**src/verilog/rom_table_consts.svh**
```systemverilog
/*
  Offsets, field positions, reset values and slot counts of the debug
  component lookup table. Included by the table's module.
*/
`ifndef ROM_TABLE_CONSTS_SVH
`define ROM_TABLE_CONSTS_SVH

`define TBL_ENTRY_FIRST     12'h000
`define TBL_RESV_START      12'hf00
`define TBL_RESV_END        12'hfcb
`define TBL_MEMKIND_OFF     12'hfcc
`define TBL_PID4_OFF        12'hfd0
`define TBL_PID0_OFF        12'hfe0
`define TBL_PID1_OFF        12'hfe4
`define TBL_CID0_OFF        12'hff0
`define TBL_CID1_OFF        12'hff4
`define TBL_CID2_OFF        12'hff8
`define TBL_CID3_OFF        12'hffc
`define TBL_WORD_SLOTS      10'd960
`define TBL_BYTE_SLOTS      10'd240
`define TBL_NUM_ENTRIES     4
`define TBL_OFFS_LSB        12
`define TBL_FORMAT_BIT      1
`define TBL_PRESENT_BIT     0
`define TBL_CLASS_TABLE     4'h1
`define TBL_BLOCK_COUNT     4'h0
`define TBL_CID0_VAL        8'h0d
`define TBL_CID2_VAL        8'h05
`define TBL_CID3_VAL        8'hb1
`define TBL_CID1_LOW        4'h0
`define TBL_RDATA_RESET     32'h0000_0000

`endif

```
**src/verilog/rom_table_pkg.sv**
```systemverilog
/*
  Types shared by the debug component lookup table.
  Assumes the constants header is on the include path.
*/
package rom_table_pkg;
  typedef enum logic {
    fmt_byte_wide,
    fmt_word_wide
  } table_format_t;

  typedef struct packed {
    logic [31:0] rdata_reg;
    logic        rvalid_reg;
  } table_state_t;
endpackage

```
**src/verilog/rom_table.sv**
```systemverilog
/*
  Read-only 4KB lookup table of debug components, a word-read slave of the
  debug memory bus. Assumes a simple request/read-data bus on the debugger
  side, the bus clock and reset, and static tie-offs held steady.
*/
// Behaviour
// [RULE1] Entries are four bytes: one word, or four byte slots LSB first.
// [RULE2] Entry bits 31:12 hold signed offset of component from table base.
// [RULE3] Offset field of every entry, even absent ones, is nonzero.
// [RULE4] Entry bits 11:2 read as zero.
// [RULE5] Entry bit 1 gives table width, same in every entry.
// [RULE6] Entry bit 0 is one for a present component, else zero.
// [RULE7] Debugger computes component base as table base plus offset shifted 12.
// [RULE8] Debugger reads block count from identification word four at base plus fd0.
// [RULE9] Debugger skips absent entries, not taking them as list end.
// [RULE10] A blank all-zero entry follows the last component entry.
// [RULE11] Byte-wide blank entry is four zero bytes at a 16-byte boundary.
// [RULE12] Debugger never takes one zero byte as the list end.
// [RULE13] Table fills exactly one 4KB block, first entry at offset zero.
// [RULE14] Space after the blank entry through fcb reads as zero.
// [RULE15] At most 240 byte-wide or 960 word-wide entries; full table unterminated.
// [RULE16] Read-only memory-kind register sits at offset fcc.
// [RULE17] Memory-kind bit 0 flags shared system memory; upper bits zero.
// [RULE18] With shared flag clear, debugger reads only addresses the table lists.
// [RULE19] Identification values follow the presence tie-offs.
// [RULE20] Writes are ignored; contents never change.
// [RULE21] Byte-wide reads return the byte in 7:0, zero above.
// [RULE22] Component class field of identification word one reads one.
// [RULE23] Block count field of identification word four reads zero.
// [RULE24] Reads decode address bits 11:2 and return a full word.
// [RULE25] Debugger finds start as base minus count times 4KB.
`timescale 1ns/1ns
`include "rom_table_consts.svh"

module rom_table
  import rom_table_pkg::*;
#(
  parameter bit          WORD_WIDE    = 1'b1,
  parameter bit          SHARED_MEM   = 1'b0,
  parameter logic [19:0] OFFS0        = 20'h00001,
  parameter logic [19:0] OFFS1        = 20'h00002,
  parameter logic [19:0] OFFS2        = 20'hfff00,
  parameter logic [19:0] OFFS3        = 20'h00010,
  // Identity values: arbitrary, chosen neutral
  parameter logic [11:0] PART_NUM     = 12'h5a5,
  parameter logic [3:0]  DESIGNER_LO  = 4'h3,
  parameter logic [2:0]  DESIGNER_HI  = 3'h2,
  parameter logic [3:0]  CONT_CODE    = 4'h0,
  parameter logic [3:0]  REVISION     = 4'h0,
  parameter logic [3:0]  CUST_MOD     = 4'h0
) (
  // Clock and reset
  input  wire logic                              clk,
  input  wire logic                              rst_n,
  // Static presence tie-offs, one per entry
  input  wire logic [`TBL_NUM_ENTRIES-1:0]       present_tie,
  // Debug memory bus
  input  wire logic                              sel,
  input  wire logic                              write,
  input  wire logic [11:0]                       addr,
  input  wire logic [31:0]                       wdata,
  output      logic [31:0]                       rdata,
  output      logic                              rvalid
);

  table_state_t state_reg;
  table_state_t state_next;
  logic [`TBL_NUM_ENTRIES-1:0] tie_s1_reg;
  logic [`TBL_NUM_ENTRIES-1:0] tie_s2_reg;

  localparam table_format_t FMT = WORD_WIDE ? fmt_word_wide : fmt_byte_wide;

  // Tie-offs are straps from outside the clock domain
  always_ff @(posedge clk or negedge rst_n) begin
    if (!rst_n) begin
      tie_s1_reg <= '0;
      tie_s2_reg <= '0;
    end else begin
      tie_s1_reg <= present_tie;
      tie_s2_reg <= tie_s1_reg;
    end
  end

  // Offsets must never be zero, or the entry would point back here
  function automatic logic [19:0] entry_offs(input logic [1:0] idx);
    unique case (idx)
      2'd0: entry_offs = OFFS0;
      2'd1: entry_offs = OFFS1;
      2'd2: entry_offs = OFFS2;
      2'd3: entry_offs = OFFS3;
    endcase
  endfunction

  function automatic logic [31:0] entry_word(input logic [1:0] idx);
    entry_word = {entry_offs(idx), 10'h000,                    // RULE2 RULE4
                  (FMT == fmt_word_wide), tie_s2_reg[idx]};    // RULE5 RULE6
  endfunction

  // Read value of the slot at word index w, from its entry index and byte lane
  function automatic logic [31:0] table_slot(input logic [9:0] w);
    logic [7:0]  byte_idx;
    logic [31:0] ent;
    byte_idx = w[9:2];
    table_slot = 32'h0000_0000;
    if (FMT == fmt_word_wide) begin
      if (w < 10'(`TBL_NUM_ENTRIES))                           // RULE10 RULE14
        table_slot = entry_word(w[1:0]);                       // RULE1
    end else if (byte_idx < 8'(`TBL_NUM_ENTRIES)) begin
      ent = entry_word(byte_idx[1:0]);
      table_slot = {24'h000000, ent[8*w[1:0] +: 8]};           // RULE1 RULE11 RULE21
    end
  endfunction

  // Topology digest folds the tie-offs into the revision field
  logic [3:0] topo_rev;
  assign topo_rev = REVISION ^ 4'(tie_s2_reg);                 // RULE19

  logic [31:0] read_word;
  always_comb begin
    read_word = 32'h0000_0000;
    unique case ({addr[11:2], 2'b00})                          // RULE24 RULE13
      `TBL_MEMKIND_OFF: read_word = {31'h0, SHARED_MEM};       // RULE16 RULE17
      `TBL_PID4_OFF:    read_word = {24'h0, `TBL_BLOCK_COUNT, CONT_CODE}; // RULE23
      12'hfe0:          read_word = {24'h0, PART_NUM[7:0]};
      12'hfe4:          read_word = {24'h0, DESIGNER_LO, PART_NUM[11:8]};
      12'hfe8:          read_word = {24'h0, topo_rev, 1'b1, DESIGNER_HI};
      12'hfec:          read_word = {24'h0, 4'h0, CUST_MOD};
      `TBL_CID0_OFF:    read_word = {24'h0, `TBL_CID0_VAL};
      `TBL_CID1_OFF:    read_word = {24'h0, `TBL_CLASS_TABLE, `TBL_CID1_LOW}; // RULE22
      `TBL_CID2_OFF:    read_word = {24'h0, `TBL_CID2_VAL};
      `TBL_CID3_OFF:    read_word = {24'h0, `TBL_CID3_VAL};
      default: begin
        if (addr < `TBL_RESV_START)
          read_word = table_slot(addr[11:2]);                  // RULE14 RULE15
      end
    endcase
  end

  always_comb begin
    state_next = state_reg;
    state_next.rvalid_reg = sel;
    // Writes are answered but change nothing
    if (sel && !write)                                         // RULE20
      state_next.rdata_reg = read_word;
    else if (sel)
      state_next.rdata_reg = 32'h0000_0000;
  end

  always_ff @(posedge clk or negedge rst_n) begin
    if (!rst_n) begin
      state_reg.rdata_reg  <= `TBL_RDATA_RESET;
      state_reg.rvalid_reg <= 1'b0;
    end else begin
      state_reg <= state_next;
    end
  end

  assign rdata  = state_reg.rdata_reg;
  assign rvalid = state_reg.rvalid_reg;

  a_memkind_read: assert property (@(posedge clk) disable iff (!rst_n)
    sel && !write && addr[11:2] == 10'h3f3 |=> rvalid && rdata == {31'h0, SHARED_MEM})
    else $error("memory-kind read wrong"); // RULE17

  a_reserved_zero: assert property (@(posedge clk) disable iff (!rst_n)
    sel && !write && addr >= `TBL_RESV_START && addr <= `TBL_RESV_END |=> rdata == 32'h0)
    else $error("reserved area not zero"); // RULE14

  a_write_ignored: assert property (@(posedge clk) disable iff (!rst_n)
    sel && write |=> rvalid && rdata == 32'h0)
    else $error("write produced data"); // RULE20

  a_class_field: assert property (@(posedge clk) disable iff (!rst_n)
    sel && !write && addr[11:2] == 10'h3fd |=> rdata[7:4] == 4'h1)
    else $error("class field wrong"); // RULE22

  a_block_count: assert property (@(posedge clk) disable iff (!rst_n)
    sel && !write && addr[11:2] == 10'h3f4 |=> rdata[7:4] == 4'h0)
    else $error("block count nonzero"); // RULE23

  a_entry_format: assert property (@(posedge clk) disable iff (!rst_n)
    sel && !write && WORD_WIDE && addr[11:2] < 10'd4
    |=> rdata[11:2] == 10'h0 && rdata[1] && rdata[31:12] != 20'h0)
    else $error("entry fields wrong"); // RULE3

  a_blank_end: assert property (@(posedge clk) disable iff (!rst_n)
    sel && !write && WORD_WIDE && addr[11:2] == 10'd4 |=> rdata == 32'h0)
    else $error("missing blank entry"); // RULE10

  a_byte_lane: assert property (@(posedge clk) disable iff (!rst_n)
    sel && !write && !WORD_WIDE && addr < `TBL_RESV_START |=> rdata[31:8] == 24'h0)
    else $error("byte table upper bits set"); // RULE21

  a_one_cycle: assert property (@(posedge clk) disable iff (!rst_n)
    !sel |=> !rvalid)
    else $error("answer without request"); // RULE24

endmodule

```
**config.mk**
```make
export PLATFORM = sky130hd
export DESIGN_NAME = rom_table
export DESIGN_NICKNAME = d
export VERILOG_FILES = /design/src/verilog/rom_table_pkg.sv /design/src/verilog/rom_table.sv
export VERILOG_INCLUDE_DIRS = /design/src /design/src/verilog
export SDC_FILE = /design/constraint.sdc
export NUM_CORES = 1
export LEC_CHECK = 0
export BUFFER_PORTS_ARGS = -buffer_cell sky130_fd_sc_hd__buf_4
export CAP_MARGIN = 20
export CORE_UTILIZATION = 30
export CTS_CLUSTER_DIAMETER = 100
export DETAILED_ROUTE_END_ITERATION = 16
export PLACE_DENSITY = 0.68
export SYNTH_ARGS = -nofsm -noshare
export SYNTH_HDL_FRONTEND = slang
export SYNTH_SLANG_ARGS = --single-unit
export TNS_END_PERCENT = 5
```
**constraint.sdc**
```tcl
create_clock -name clk -period 2.88 [get_ports clk]
set_input_delay 0.864 -clock clk [delete_from_list [all_inputs] [get_ports clk]]
set_output_delay 0.864 -clock clk [all_outputs]
set_load 0.1 [all_outputs]
```
==> results.txt <==
The flow ran to the end, and the final reports show no timing, DRC or antenna violations. The upper clock frequency limit is 474 MHz. The worst-case clock buffer depth is 2. In this run the number of cells on the critical path is 1. The sum of routed wire length over all layers is between 2000 and 2500 um. The count of buffers added by post-CTS timing repair for setup came out at 0. The path class of the lowest-slack min-delay path is reg2reg. TritonCTS built the clock tree.

The number of maximum-capacitance constraint violations is 0. Of the cells placed in the final design, the portion with a size suffix greater than 1 is around a third. The static leakage power came out at ~0.65 nW.

The sum of negative setup slack came out at 0 ns. The final clock skew came out at 0.00656 ns. The quantity of gates resized following cts is 0.

STA puts the critical path data required time at between 2 and 2.5 ns. Hold repair after CTS inserted 0 buffers. The standard cell core area is roughly 3400 um2. The average instance in the mapped netlist occupies approximately 10 um2. The layout overhead on the synthesized area is 22.6%. The count of pins over their slew limit came out at 0. For the worst-skew pair, the clock arrives at the later sink with an insertion delay of roughly 0.31 ns.

The weighted congestion at the end of routability-driven global placement is 0.811. The final period demand of the worst path is roughly 2.1 ns. Counting every sink on the clock net gives 21. The biggest area contributor in the post-synthesis netlist is sky130_fd_sc_hd__dfrtp_1.

The nature of the critical path endpoint is an output port. The worst voltage drop across the vdd grid came out at 307 uV. The total power density per cell area is 424 nW/um2.

Counting cells, the worst reg-to-reg path comes to 4. The endpoint identified for the worst register-to-register timing path is rdata[0]. The die width came out at 62.2 um.

The leading register cell type out of synthesis is sky130_fd_sc_hd__dfrtp_1. The startpoint identified for the worst register-to-register timing path is tie_s2_reg[3]. In this run the tool buffered the top-level ports with 41 buffer cells.

The capture point of the worst path is rdata[20]. The largest stage delay on the critical path is ~0.57 ns. Traced cell by cell, the critical path runs through buf_4.

The post-route cell area came out at 1330 um2. The number of flops mapped to enable cells by yosys came out at 0. The total DRC errors in the routed layout came out at 0. The worst-margin pin slew came out at 0.534 ns. The die outline height came out at slightly above 60 um. The post-synthesis sequential element count is 21. The total number of nets in the final design is approximately 190. Among all stages on the critical path, the largest delay is contributed by sky130_fd_sc_hd__dfrtp_1. The proportion of synthesized chip area in sequential cells is 48.4%. Once layout is complete, the cells apart from fillers number 179. The tightest slew margin relative to the limit came out at 64.3%. Setup repair after global routing left no endpoint under its margin. The critical path start-end classification is reg2out. The via count normalized by instance count came out at between 4 and 5. The number of global-route vias before repair is 828. The die covers 3860 um2. The total number of vias is between 800 and 900. The average wire length per cell after detail routing is 11.6 um. The worst setup path is launched from a register. The first global-routing pass estimated 3520 um of wire. The post-placement cell count is 175.

The number of H-tree levels came out at 1. Counting distinct cell types in the post-synthesis netlist gives 35. The hold violation total from the final report is 0. The number of instances in the synthesized netlist came out at 105. The starting density of the core is approximately a third. In this run the worst path has a maximum fanout of 13. After the first detailed-routing iteration, the DRC count stood at 20.

The remaining antenna violation count after routing came out at 0. The number of clock buffers added by TritonCTS is 3. The pin count of the biggest net entering global routing is 22. The HPWL after detailed placement came out at 1630 um.

The initial antenna violation count is 0. The remaining global-route overflow is 0. Clock-pin slew was measured on the worst setup and hold paths at approximately 0.11 ns.

The count of standard-cell rows is 21. The number of buffers and inverters on the critical path is 1. The post-detailed-placement cell area came out at 1310 um2. The post-synthesis instance area is 1090 um2. Sorting the synthesized cells by area gives the leading types as sky130_fd_sc_hd__dfrtp_1 (48%), sky130_fd_sc_hd__buf_4 (14%), sky130_fd_sc_hd__a22o_1 (3.2%), sky130_fd_sc_hd__a32o_1 (2.8%), sky130_fd_sc_hd__o2bb2ai_1 (2.4%).

The number of warning messages in the yosys log came out at 0. The final-report setup violation count is 0. Tracing the worst setup path back leads to its startpoint at rdata[30]. The final worst-path cycle share came out at 73.2%. The flip-flop count of the largest register after layout came out at 12. The number of ports placed on the die boundary came out at 85. The final antenna diode count is 0. Counting flops with an async set or reset pin after synthesis yields a share of 100%.

The internal reg-to-reg setup slack came out at 1.19 ns. The kind of cell with the highest combined delay along the critical path is flip-flops. For the worst setup path, the data arrival time is 1.24 ns. The tree is rooted in a sky130_fd_sc_hd__clkbuf_4. The overall track demand over capacity in global routing is 11.4%. The share of the synthesized area in the top cell type is 48.4%. Before antenna repair, the detailed router went through 4 iterations.
## cells by family after synthesis
group | after synthesis | share of synthesized area [%]
AO/OA/AOI/OAI | 21 | 14.9
multiplexers | 1 | 2.07
flip-flops | 21 | 48.4
AND/OR/NAND/NOR | 30 | 15.6
buffers and inverters | 30 | 18.0
other | 1 | 0.345
XOR/XNOR | 1 | 0.807
## how the worst min path moves through the flow
stage                  start             to  slack [ns]  cells after the start
6_report       tie_s1_reg[2]  tie_s2_reg[2]        0.36                      0
4_1_cts        tie_s1_reg[2]  tie_s2_reg[2]        0.36                      0
3_3_place_gp   tie_s1_reg[3]  tie_s2_reg[3]        0.33                      0
5_1_grt        tie_s1_reg[0]  tie_s2_reg[0]        0.37                      0
2_1_floorplan  tie_s1_reg[0]  tie_s2_reg[0]        0.33                      0
3_5_place_dp   tie_s1_reg[2]  tie_s2_reg[2]        0.33                      0
## metrics by stage
stage	hold slack, ns	util, %	total power, W	setup WS, ns
floorplan	0.331	-	0.000405	0.509
global placement	0.332	38.5	0.000426	0.469
detailed placement	0.335	38.5	0.000429	0.472
CTS	0.361	39.3	0.000570	0.746
global route	0.369	39.3	0.000589	0.687
finish	0.358	39.3	0.000564	0.772
## cells in the mapped netlist (all sizes together) (2+ instances only)
| library cell | n |
|---|---|
| buf | 21 |
| clkbuf | 4 |
| o2bb2ai | 3 |
| inv | 4 |
| dfrtp | 21 |
| o21ai | 4 |
| nand3 | 4 |
| nor2b | 2 |
| a22o | 4 |
| a21oi | 2 |
| nand2b | 3 |
| nor2 | 4 |
| nand2 | 5 |
| nor4 | 2 |
| a32o | 3 |
| nand4 | 2 |
| nor3 | 2 |
## layer usage
layer	GRT usage (%)	wire length, um
met4	5.23	34
met2	20.5	1060
met3	4.23	152
met1	11.8	829
met5	0	0
## layout make-up
cell class | count | area [um2]
tap | 46 | 57.6
clock buffer | 4 | 26.3
inverter | 5 | 18.8
fill | 332 | 2060
multi-input combinational | 62 | 395
sequential | 21 | 526
timing repair buffer | 41 | 308
## cell usage in the layout (no fill, tap or decap), types with 2 or more instances in the layout
master	n
sky130_fd_sc_hd__inv_1	3
sky130_fd_sc_hd__nor4_1	2
sky130_fd_sc_hd__dfrtp_1	21
sky130_fd_sc_hd__a22o_1	4
sky130_fd_sc_hd__clkbuf_4	3
sky130_fd_sc_hd__o21ai_0	3
sky130_fd_sc_hd__nor2_1	4
sky130_fd_sc_hd__nor2b_1	2
sky130_fd_sc_hd__buf_4	41
sky130_fd_sc_hd__o2bb2ai_1	3
sky130_fd_sc_hd__nor3_1	2
sky130_fd_sc_hd__a21oi_1	2
sky130_fd_sc_hd__nand2_1	5
sky130_fd_sc_hd__nand3_1	4
sky130_fd_sc_hd__conb_1	9
sky130_fd_sc_hd__a32o_1	3
sky130_fd_sc_hd__nand4_1	2
sky130_fd_sc_hd__nand2b_1	3
## worst register-to-register path: stages (launching register included)
cell and delay, ns:
sky130_fd_sc_hd__dfrtp_1 0.40, sky130_fd_sc_hd__mux4_2 0.47, sky130_fd_sc_hd__and4_1 0.20, sky130_fd_sc_hd__or3_1 0.33
sky130_fd_sc_hd__a22o_1 0.19
## where the power goes
group / leakage [nW] / total [W] / switching (W) / internal [W]
Clock: 0.0150 / 0.000142 / 0.0000877 / 0.0000541
Sequential: 0.273 / 0.000304 / 0.00000248 / 0.000301
Combinational: 0.362 / 0.000118 / 0.0000907 / 0.0000276
(Power assumes the default switching activity.)
